--- src/pkg/sched_pkg.sv ---
// constants and types for the instruction issue timing scheduler
//------------------------------------------------------------
// How it works
// - integer alu and compare: latency one, one per cycle
// - branch takes 1/4/6, register branch 1/3/5/6
// - multiply pipelined, data at 3, flags at 4
// - divide unpipelined, 4 to 15 cycles, blocks all
// - separate latency, throughput; single load/store 3/1, 3/2 when split
// - multiple load/store: 3+n/2 latency, 1+n/2 throughput
// - machine state write 6/6 plus serialization
// - debug spr move 4 plus sync; plain read 1
// - interrupt return 6, system call 4, trap 4 taken, 1 not taken
// - sync ops add 6/1/6/3/4 extra cycles
// - barrier 12 waits, crf move 2, xer move 1
// - aligned non-crossing access uses one address calc
// - misaligned or crossing halfword or word access splits address calcs; a byte never splits
// - unaligned multiple transfer raises alignment interrupt
// - units overlap; branch outcome steers instruction stream
// - completion serialized waits for all earlier completions
// - refetch serialized blocks dispatch, then forces refill
//------------------------------------------------------------
package sched_pkg;
    // ------------------------------------------------------------
    // cycle figures
    // ------------------------------------------------------------
    localparam logic [5:0] LAT_ONE       = 6'h01; // alu, compare, plain spr read
    localparam logic [5:0] LAT_CRF       = 6'h02; // move to condition fields
    localparam logic [5:0] LAT_MEM       = 6'h03; // single load or store
    localparam logic [5:0] LAT_MUL_DATA  = 6'h03; // multiply product
    localparam logic [5:0] LAT_MUL_FLAGS = 6'h04; // record form condition bits
    localparam logic [5:0] LAT_SHORT     = 6'h04; // system call, trap, debug spr
    localparam logic [5:0] LAT_MID       = 6'h05; // register branch middle case
    localparam logic [5:0] LAT_LONG      = 6'h06; // msr write, rfi, isync, worst branch
    localparam logic [5:0] LAT_BARRIER   = 6'h0c; // memory barrier
    localparam logic [5:0] DIV_MIN       = 6'h04; // shortest divide
    localparam logic [5:0] DIV_MAX       = 6'h0f; // longest divide
    localparam logic [5:0] SYNC_ISYNC    = 6'h06; // instruction sync extra
    localparam logic [5:0] SYNC_MSYNC    = 6'h01; // memory sync extra
    localparam logic [5:0] SYNC_MSR      = 6'h06; // machine state write extra
    localparam logic [5:0] SYNC_DBG_RD   = 6'h03; // debug spr read extra
    localparam logic [5:0] SYNC_DBG_WR   = 6'h04; // debug spr write extra
    localparam logic [4:0] EA_ONE        = 5'h01; // single address calculation
    localparam logic [4:0] EA_SPLIT      = 5'h02; // split access
    localparam int         WB_DEPTH      = 32;    // writeback schedule length

    // instruction classes presented at issue
    typedef enum logic [4:0] {
        op_alu = 5'b00000, op_br = 5'b00001, op_br_reg = 5'b00010, op_mul = 5'b00011,
        op_div = 5'b00100, op_ldst = 5'b00101, load_multiple_words = 5'b00110,
        op_msr_wr = 5'b00111, op_spr_dbg_rd = 5'b01000, op_spr_dbg_wr = 5'b01001,
        op_spr_rd = 5'b01010, op_rfi = 5'b01011, system_call_op = 5'b01100,
        trap_word_op = 5'b01101, op_isync = 5'b01110, op_msync = 5'b01111,
        op_mbar = 5'b10000, op_mtcrf = 5'b10001, op_mcrxr = 5'b10010
    } op_class_type;

    // one issue request
    typedef struct packed {
        logic         valid;      // request present
        op_class_type op;         // instruction class
        logic [1:0]   sel;        // branch case; bit 0 = trap taken
        logic [3:0]   div_cyc;    // divide early-out length
        logic [4:0]   words;      // word count of a multiple transfer
        logic [2:0]   addr_lo;    // low effective address bits
        logic [1:0]   size;       // 0 byte, 1 half, 2 word
        logic         cross_line; // crosses a cache line
        logic         cross_prot; // crosses a protection boundary
    } issue_req_type;

    // timing answer for an accepted instruction
    typedef struct packed {
        logic [5:0] latency;
        logic [5:0] throughput;
        logic [5:0] flag_lat;
        logic [4:0] ea_cnt;
    } issue_info_type;

    // full decode result
    typedef struct packed {
        issue_info_type info;
        logic [5:0]     sync;    // extra serialization cycles
        logic           cser;    // wait for all earlier completions
        logic           blk;     // block later issue until drained
        logic           refetch; // refill in the completion cycle
        logic           irq;     // alignment interrupt instead of issue
    } sched_dec_type;
endpackage : sched_pkg

--- src/verilog/issue_timing_scheduler.sv ---
// issue stall, writeback ordering and timing answer for the execution units
`timescale 1ns/100ps
`default_nettype none
module issue_timing_scheduler #(
    parameter int DEPTH = sched_pkg::WB_DEPTH  // writeback schedule length
) (
    input  wire logic                     i_core_clk,    // core clock
    input  wire logic                     i_rst_b,       // async reset, active low
    input  wire sched_pkg::issue_req_type i_req,         // instruction offered at issue
    output logic                          o_issue_ready, // issue may take a request
    output logic                          o_accept,      // previous cycle request taken
    output var sched_pkg::issue_info_type o_info,        // timing of taken request
    output logic                          o_wb,          // result written back
    output logic                          o_refetch,     // refill the pipeline now
    output logic                          o_align_irq    // alignment interrupt
);
    import sched_pkg::*;

    // ------------------------------------------------------------
    // decode table
    // ------------------------------------------------------------
    function automatic sched_dec_type decode(input issue_req_type r);
        sched_dec_type d;
        logic          mis;
        logic [5:0]    half;
        d = '0;
        mis = 1'b0;
        half = '0;
        d.info.ea_cnt = EA_ONE;
        d.info.latency = LAT_ONE;
        d.info.throughput = LAT_ONE;
        case (r.op)
            op_br: begin
                // looked-ahead branch is one cycle, else 4 or worst 6
                d.info.latency = (r.sel == 2'b00) ? LAT_ONE :
                                 (r.sel == 2'b11) ? LAT_LONG : LAT_SHORT;
            end
            op_br_reg: begin
                d.info.latency = (r.sel == 2'b00) ? LAT_ONE : (r.sel == 2'b01) ? LAT_MEM :
                                 (r.sel == 2'b10) ? LAT_MID : LAT_LONG;
            end
            op_mul: begin
                d.info.latency = LAT_MUL_DATA;
            end
            op_div: begin
                // clamp the operand-driven early-out into range
                d.info.latency = ({2'b00, r.div_cyc} < DIV_MIN) ? DIV_MIN :
                                 ({2'b00, r.div_cyc} > DIV_MAX) ? DIV_MAX : {2'b00, r.div_cyc};
                d.info.throughput = d.info.latency;
                d.blk = 1'b1;
            end
            op_ldst: begin
                // byte never splits; wider access splits when off its size or crossing
                mis = (r.size == 2'b01) ? r.addr_lo[0] : (r.size == 2'b10) ? (r.addr_lo[1:0] != 2'b00) : 1'b0;
                d.info.latency = LAT_MEM;
                d.info.ea_cnt = ((r.size != 2'b00) && (mis || r.cross_line || r.cross_prot)) ?
                                EA_SPLIT : EA_ONE;
                d.info.throughput = {1'b0, d.info.ea_cnt};
            end
            load_multiple_words: begin
                // odd doubleword start costs one more beat, up to the n/2 ceiling
                half = 6'((r.words + {4'h0, r.addr_lo[2]}) >> 1);
                d.info.latency = LAT_MEM + half;
                d.info.throughput = LAT_ONE + half;
                d.info.ea_cnt = (half[4:0] < EA_SPLIT) ? EA_SPLIT : half[4:0];
                d.irq = (r.addr_lo[1:0] != 2'b00);
            end
            op_msr_wr: begin
                d.info.latency = LAT_LONG;
                d.info.throughput = LAT_LONG;
                d.sync = SYNC_MSR;
                d.cser = 1'b1;
                d.blk = 1'b1;
            end
            op_spr_dbg_rd, op_spr_dbg_wr: begin
                d.info.latency = LAT_SHORT;
                d.info.throughput = LAT_SHORT;
                d.sync = (r.op == op_spr_dbg_rd) ? SYNC_DBG_RD : SYNC_DBG_WR;
                d.cser = 1'b1;
                d.blk = 1'b1;
            end
            op_rfi, system_call_op: begin
                d.info.latency = (r.op == op_rfi) ? LAT_LONG : LAT_SHORT;
                d.info.throughput = d.info.latency;
                d.cser = 1'b1;
                d.blk = 1'b1;
                d.refetch = 1'b1;
            end
            trap_word_op: begin
                d.info.latency = r.sel[0] ? LAT_SHORT : LAT_ONE;
                d.info.throughput = d.info.latency;
            end
            op_isync: begin
                d.info.latency = LAT_LONG;
                d.info.throughput = LAT_LONG;
                d.sync = SYNC_ISYNC;
                d.cser = 1'b1;
                d.blk = 1'b1;
                d.refetch = 1'b1;
            end
            op_msync: begin
                d.sync = SYNC_MSYNC;
                d.cser = 1'b1;
                d.blk = 1'b1;
            end
            op_mbar: begin
                // simplification: waits for all earlier work, not just memory ops
                d.info.latency = LAT_BARRIER;
                d.info.throughput = LAT_BARRIER;
                d.cser = 1'b1;
                d.blk = 1'b1;
            end
            op_mtcrf: begin
                d.info.latency = LAT_CRF;
            end
            op_mcrxr: begin
                d.cser = 1'b1;
            end
            default: begin
                // alu, compare and plain spr read keep the one-cycle figures
                d.info.latency = LAT_ONE;
            end
        endcase
        d.info.flag_lat = (r.op == op_mul) ? LAT_MUL_FLAGS : d.info.latency;
        return d;
    endfunction : decode

    // ------------------------------------------------------------
    // state
    // ------------------------------------------------------------
    logic [5:0]       hold_q;     // cycles issue stays stalled
    logic [5:0]       drain_q;    // cycles until last scheduled writeback
    logic             blk_q;      // blocking instruction outstanding
    logic [DEPTH-1:0] wb_q;       // writeback schedule, bit k fires in k cycles
    logic [DEPTH-1:0] rf_q;       // refill schedule
    logic             ready_q;
    logic             accept_q;
    logic             irq_q;
    issue_info_type   info_q;

    // ------------------------------------------------------------
    // issue decision
    // ------------------------------------------------------------
    sched_dec_type dec;
    wire           take_raw = i_req.valid && ready_q && (!dec.cser || drain_q == 6'h00);
    wire           take_irq = take_raw && dec.irq;
    wire           accept   = take_raw && !dec.irq;
    // in-order completion: never before the last scheduled result
    wire [5:0]     done_at  = (dec.info.latency > drain_q) ? dec.info.latency : drain_q;
    wire [5:0]     hold_set = dec.blk ? (dec.info.throughput + dec.sync - 6'h01)
                                      : (dec.info.throughput - 6'h01);
    wire [5:0]     hold_d   = accept ? hold_set : ((hold_q != 6'h00) ? hold_q - 6'h01 : 6'h00);
    wire [5:0]     drain_d  = accept ? done_at : ((drain_q != 6'h00) ? drain_q - 6'h01 : 6'h00);
    // a blocking op keeps issue closed until everything up to it has written back
    wire           blk_d    = accept ? dec.blk : (blk_q && drain_d != 6'h00);
    wire           ready_d  = (hold_d == 6'h00) && !blk_d;
    wire [DEPTH-1:0] slot   = DEPTH'(1) << (done_at - 6'h01);

    assign dec = decode(i_req);

    // ------------------------------------------------------------
    // writeback and refill schedules, one bit per future cycle
    // ------------------------------------------------------------
    genvar g;
    generate
        for (g = 0; g < DEPTH; g++) begin : g_sched
            wire nxt_wb = (g < DEPTH - 1) ? wb_q[(g + 1) % DEPTH] : 1'b0;
            wire nxt_rf = (g < DEPTH - 1) ? rf_q[(g + 1) % DEPTH] : 1'b0;
            // shift toward bit 0 and drop the new result into its ordered slot
            always_ff @(posedge i_core_clk or negedge i_rst_b) begin
                if (!i_rst_b) begin
                    wb_q[g] <= 1'b0;
                    rf_q[g] <= 1'b0;
                end else begin
                    wb_q[g] <= nxt_wb | (accept & slot[g]);
                    rf_q[g] <= nxt_rf | (accept & dec.refetch & slot[g]);
                end
            end
        end
    endgenerate

    // ------------------------------------------------------------
    // counters and registered answers
    // ------------------------------------------------------------
    always_ff @(posedge i_core_clk or negedge i_rst_b) begin
        if (!i_rst_b) begin
            hold_q   <= '0;
            drain_q  <= '0;
            blk_q    <= 1'b0;
            ready_q  <= 1'b0;
            accept_q <= 1'b0;
            irq_q    <= 1'b0;
            info_q   <= '0;
        end else begin
            hold_q   <= hold_d;
            drain_q  <= drain_d;
            blk_q    <= blk_d;
            ready_q  <= ready_d;
            accept_q <= accept;
            irq_q    <= take_irq;
            if (accept) begin
                info_q <= dec.info;
            end
        end
    end

    assign o_issue_ready = ready_q;
    assign o_accept      = accept_q;
    assign o_info        = info_q;
    assign o_wb          = wb_q[0];
    assign o_refetch     = rf_q[0];
    assign o_align_irq   = irq_q;
endmodule : issue_timing_scheduler
`default_nettype wire

--- config.mk ---
export PLATFORM = sky130hd
export DESIGN_NAME = issue_timing_scheduler
export DESIGN_NICKNAME = d
export VERILOG_FILES = /design/src/pkg/sched_pkg.sv /design/src/verilog/issue_timing_scheduler.sv
export SDC_FILE = /design/constraint.sdc
export NUM_CORES = 1
export LEC_CHECK = 0
export ABC_AREA = 1
export BUFFER_PORTS_ARGS = -buffer_cell sky130_fd_sc_hd__buf_2
export CAP_MARGIN = 20
export CORE_ASPECT_RATIO = 0.75
export CORE_MARGIN = 1.5
export CORE_UTILIZATION = 53
export DETAILED_ROUTE_END_ITERATION = 10
export PLACE_DENSITY = 0.72
export SLEW_MARGIN = 20
export SYNTH_ARGS = -nofsm -noshare
export SYNTH_HDL_FRONTEND = slang
export SYNTH_SLANG_ARGS = --single-unit
--- constraint.sdc ---
create_clock -name i_core_clk -period 6.8 [get_ports i_core_clk]
set_input_delay 0 -clock i_core_clk [delete_from_list [all_inputs] [get_ports i_core_clk]]
set_output_delay 0 -clock i_core_clk [all_outputs]
set_load 0.01 [all_outputs]
Word-level counts from Yosys, hierarchy flattened. Index checks and enable logic that the tools add are counted. W data, S select, Z words.

Bits in registers: 103. Input port bits: 26.

Add/sub/neg operators: 9. Order comparisons: 3. Eq/ne operators: 22. Shift-type cells: 1. Multiplexer cells: 29. Bitwise operators: 127. Reduce and logical (&&, ||, !) cells: 28.

Operators by type and width (count): $pmux W6 S11 (1); $and A1 B1 Y1 (65); $or A1 B1 Y1 (62); $pmux W6 S8 (1); $mux W6 (7); $eq A5 B4 Y1 const B (7); $shl A1 B6 Y32 const A (1); $sub A6 B1 Y6 const B (5); $eq A5 B3 Y1 const B (4); $reduce_bool A6 Y1 (3); $reduce_or A9 Y1 (2); $eq A5 B5 Y1 const B (3); $mux W3 (5); $logic_not A6 Y1 (2); $eq A5 B2 Y1 const B (2); $pmux W5 S2 (1); $pmux W3 S3 (1); $mux W2 (4); $reduce_or A2 Y1 (4); $logic_and A1 B1 Y1 (7); $mux W1 (7); $add A1 B5 Y6 const A (1); $add A2 B5 Y6 const A (1); $add A5 B1 Y6 (1); other kinds (14) (22).

Depth between registers and ports, before layout.
Depth in word-level cells: 14. Depth in mapped cells: 29.

Worst setup path after synthesis. OpenSTA, ideal clock, no wires.

Kind: input -> register. Start point: input port i_req[6] in the netlist's numbering. End point: register wb_q[20] (netlist: g_sched[19].nxt_wb). Data arrival time: 3.107 ns. Setup slack: 3.628 ns. Stages on the path: 27. Path buffers: 0. Path through: nand2_1 inv_1 ha_1 nand2_1 nand2_1 ha_1 inv_1 nand3_1 nand3_1 nand3_2 ha_1 nand2_1 nor2_1 nand2_1 clkinv_1 nor2_1 nor2_4 inv_2 nand2_1 nand2_4 nor2_8 ha_1 inv_1 nand4_1 nor2_1 nand3_1 nand2_1.

RTL lines: start, declared (line issue_timing_scheduler.sv:9) `input wire sched_pkg::issue_req_type i_req,`; end signal, assigned by index (line issue_timing_scheduler.sv:175) `wb_q[g] <= nxt_wb | (accept & slot[g]);`; end, declared (line issue_timing_scheduler.sv:134) `logic [DEPTH-1:0] wb_q;`.

==> run_summary.xml <==
<?xml version="1.0" encoding="UTF-8"?>
<metrics>
  <group name="sta">
    <metric name="setup_viol" unit="">0</metric>
    <metric name="max_slew_vio_count" unit="">0</metric>
    <metric name="totalNegativeSetupSlack" unit="ps">0</metric>
    <metric name="hold-worst-slack" unit="ps">62.0</metric>
    <metric name="maximum_frequency_from_static_timing_analysis" unit="MHz">290</metric>
    <metric name="layout_min_cycle_time" unit="ps">3450</metric>
    <metric name="finalCritPeriodShare" unit="%">50.8</metric>
    <metric name="hold_violations" unit="">0</metric>
    <metric name="slew_headroom" unit="%">42.5</metric>
    <metric name="worst_slew_pin_slew" unit="ps">862</metric>
    <metric name="clock_skew" unit="ps">13.2</metric>
    <metric name="setup_ws" unit="ps">3350</metric>
    <metric name="grt_setup_unrepaired" unit="">false</metric>
  </group>
  <group name="clock_network">
    <metric name="numClockSinks" unit="">103</metric>
    <metric name="cts.htree.levels" unit="">3</metric>
    <metric name="worstSkewPairLatency" unit="ps">360</metric>
    <metric name="cts.path.max_buffers" unit="">2</metric>
    <metric name="clock_tree_from_tritoncts" unit="">yes</metric>
    <metric name="cts_made_buffers" unit="">9</metric>
    <metric name="postCtsSetupRepairBufs" unit="">0</metric>
    <metric name="cts.clk_slew.worst_paths" unit="ps">80</metric>
    <metric name="clock_tree.root_cell" unit="">clkbuf_16</metric>
  </group>
  <group name="floorplan">
    <metric name="fp.coreArea" unit="µm²">10900</metric>
    <metric name="die-area" unit="µm²">11900</metric>
    <metric name="floorplan.io_pins" unit="">54</metric>
    <metric name="start_util" unit="%">54.6</metric>
    <metric name="fp.dieW" unit="µm">126</metric>
    <metric name="rows" unit="">33</metric>
    <metric name="die-height" unit="µm">94.9</metric>
  </group>
  <group name="yosys">
    <metric name="netlist_area_pre_place" unit="µm²">5970</metric>
    <metric name="synthTopCellsByArea" unit="">dfrtp_1 43%, nand2_1 14%, inv_1 7.8%</metric>
    <metric name="yosys_most_used_dff" unit="">dfrtp_1</metric>
    <metric name="synth.distinct_cells" unit="">42</metric>
    <metric name="ys_warn_count" unit="">0</metric>
    <metric name="syn_inst" unit="">807</metric>
    <metric name="postSynth.asyncResetShare" unit="%">100</metric>
    <metric name="synth_top_area_cell" unit="">dfrtp_1</metric>
    <metric name="synth-edff-count" unit="">0</metric>
    <metric name="ffs_latches_synth" unit="">103</metric>
    <metric name="synth_area_per_cell" unit="µm²">7.40</metric>
    <metric name="synth_top_cell_area_share" unit="%">43.2</metric>
    <metric name="synth.yosys.seq_area_share" unit="%">43.2</metric>
  </group>
  <group name="run_status">
    <metric name="run_status" unit="">complete, no violations</metric>
  </group>
  <group name="route">
    <metric name="routed_wirelength" unit="µm">14100</metric>
    <metric name="detailedRoute.firstIterationViolations" unit="">375</metric>
    <metric name="detailedRoute.firstPassIterationCount" unit="">5</metric>
    <metric name="antenna_violating_nets_post_route" unit="">0</metric>
    <metric name="drt-wirelength-per-cell" unit="µm">14.3</metric>
    <metric name="vias_per_cell" unit="">5.23</metric>
    <metric name="route.detailed.drc" unit="">0</metric>
    <metric name="routed-via-count" unit="">5135</metric>
  </group>
  <group name="job">
    <metric name="max_cap_check_violation_count" unit="">0</metric>
  </group>
  <group name="pwr">
    <metric name="power-per-cell-area" unit="nW/µm²">210</metric>
    <metric name="power.leakage" unit="µW">0.00373</metric>
    <metric name="power.ir.vdd_worst" unit="mV">0.147</metric>
  </group>
  <group name="worst_setup_path">
    <metric name="critical_path_arrival" unit="ps">3750</metric>
    <metric name="cell_with_the_largest_stage_delay_on_the_worst_path" unit="">ha_1</metric>
    <metric name="rr_endpoint" unit="">o_issue_ready</metric>
    <metric name="crit_top_cell" unit="">nand2_1</metric>
    <metric name="regToRegStartpoint" unit="">drain_q[1]</metric>
    <metric name="critPathCaptureType" unit="">flop</metric>
    <metric name="timing.setup.critical_path_class" unit="">input pin to flop</metric>
    <metric name="worstPathRequired" unit="ps">7100</metric>
    <metric name="regToRegSetupSlack" unit="ps">3650</metric>
    <metric name="crit_path_start_kind" unit="">input pin</metric>
    <metric name="crit_path_max_fanout" unit="">10</metric>
    <metric name="worst_path_largest_cell_delay" unit="ps">380</metric>
    <metric name="rr_worst_depth" unit="">18</metric>
  </group>
  <group name="cells_and_area">
    <metric name="fillers" unit="">1013</metric>
    <metric name="flow.area_growth_from_synthesis" unit="%">10.4</metric>
    <metric name="layout.nets" unit="">887</metric>
    <metric name="post_route_cells_drive_above_1_share" unit="%">14.0</metric>
    <metric name="final_cell_mix" unit="">223 x nand2_1, 124 x inv_1, 103 x dfrtp_1, 89 x nor2_1, 77 x nand3_1</metric>
    <metric name="post_route_cell_area" unit="µm²">6590</metric>
    <metric name="n_antenna_cell" unit="">0</metric>
    <metric name="final_common_cell" unit="">nand2_1</metric>
  </group>
  <group name="placed_design">
    <metric name="preCtsSetupSlack" unit="ps">3040</metric>
    <metric name="placed_cell_area" unit="µm²">6240</metric>
    <metric name="dp_hpwl" unit="µm">10500</metric>
    <metric name="port_buffers" unit="">53</metric>
    <metric name="finalWeightedCongestion" unit="">0.907</metric>
  </group>
  <group name="grt">
    <metric name="antenna_violations_before_repair" unit="">0</metric>
    <metric name="grt_pass1_wl" unit="µm">23900</metric>
    <metric name="overflow" unit="">0</metric>
    <metric name="grtUsageTotal" unit="%">25.6</metric>
    <metric name="grt_pass1_vias" unit="">4870</metric>
    <metric name="grt_start_max_net_pins" unit="">58</metric>
  </group>
  <group name="hold_path">
    <metric name="whs_path_depth" unit="">5</metric>
    <metric name="holdPathEnd" unit="">o_align_irq</metric>
    <metric name="worstHoldPathType" unit="">input pin to flop</metric>
    <metric name="hold_start" unit="">i_req[23]</metric>
  </group>
</metrics>
[kinds of logic after synthesis]
kind of cell	share of synthesized area (%)
AND/OR/NAND/NOR	34.3
buffers and inverters	11.8
flip-flops	43.2
AO/OA/AOI/OAI	5.28
adder cells (fa/ha/maj)	5.16
XOR/XNOR	0.293
other	0.0628
[critical path, delay by kind of cell]
kind / cells / cell delay [ps]
adders and majority gates: 4 / 1130
buffers and inverters: 5 / 480
and+or+nand+nor: 19 / 2090
[synthesized netlist by cell type, types with 3 or more instances]
library cell / n
inv_1: 124
nor2_2: 7
nand3_1: 77
dfrtp_1: 103
a21boi_0: 3
o21ai_0: 26
nand4_1: 17
buf_6: 5
nand2_4: 4
clkbuf_1: 24
nor2_1: 89
inv_2: 8
and2_1: 3
a21oi_1: 15
nand2_1: 223
nand2_2: 6
ha_1: 23
buf_2: 7
nor2_4: 6
nand3_2: 8
[layout make-up]
cell class	instances	area [µm²]	area share, %
multi-input cells	532	2700	40.9
flip-flops and latches	103	2580	39.1
inverters	134	505	7.67
repair buffers	57	320	4.86
clock buffers	9	225	3.42
well taps	140	175	2.66
clock inverters	7	90.1	1.37
[report_power, final]
group	leakage, µW	internal [µW]	switching (µW)	total [µW]
registers	0.00134	621	2.64	624
logic	0.00224	65.6	164	230
clock network	0.000147	264	263	527
[per-stage QoR]
stage | cells | utilization, % | total power, µW
3_5_place_dp | 964 | 57.0 | 864
5_1_grt | 982 | 60.2 | 1440
6_report | 982 | 60.2 | 1380
2_1_floorplan | 808 | - | 811
3_3_place_gp | 964 | 57.0 | 857
4_1_cts | 981 | 60.0 | 1390
[how the worst max path moves through the flow]
| stage | start | end | slack, ps | depth (start not counted) |
|---|---|---|---|---|
| final | i_req[6] | g_sched[16].nxt_wb | 3350 | 28 |
| after global routing | i_req[6] | g_sched[19].nxt_wb | 2960 | 28 |
| after CTS | drain_q[1] | g_sched[0].nxt_rf | 3290 | 12 |
| after detailed placement | i_req[6] | g_sched[0].nxt_rf | 3040 | 28 |
| after global placement | i_req[6] | g_sched[5].nxt_rf | 3190 | 28 |
| after floorplan | i_req[6] | g_sched[19].nxt_wb | 3630 | 27 |
[per-layer routing]
metal	share of wire, %	global-route usage (%)	wire length, µm	vias to the layer above
met3	6.3	4.76	885	20
met1	50	37.4	7010	2402
li1	-	-	-	2542
met5	0	0	0	-
met2	42	39.1	5970	171
met4	1.4	6.63	201	0
[state kept, by name, summed over array words and instances (netlist names)]
register / cells
o_wb: 1
blk_q: 1
o_info: 23
g_sched.nxt_rf: 31
o_accept: 1
o_refetch: 1
drain_q: 6
g_sched.nxt_wb: 31
o_align_irq: 1
o_issue_ready: 1
hold_q: 6
[what timing repair did]
action / 4_1_cts / 5_1_grt
hold buffers: 1 / 0
hold endpoints to repair: 56 / 0
resized for setup: 0 / 0
(Power assumes the default switching activity.)
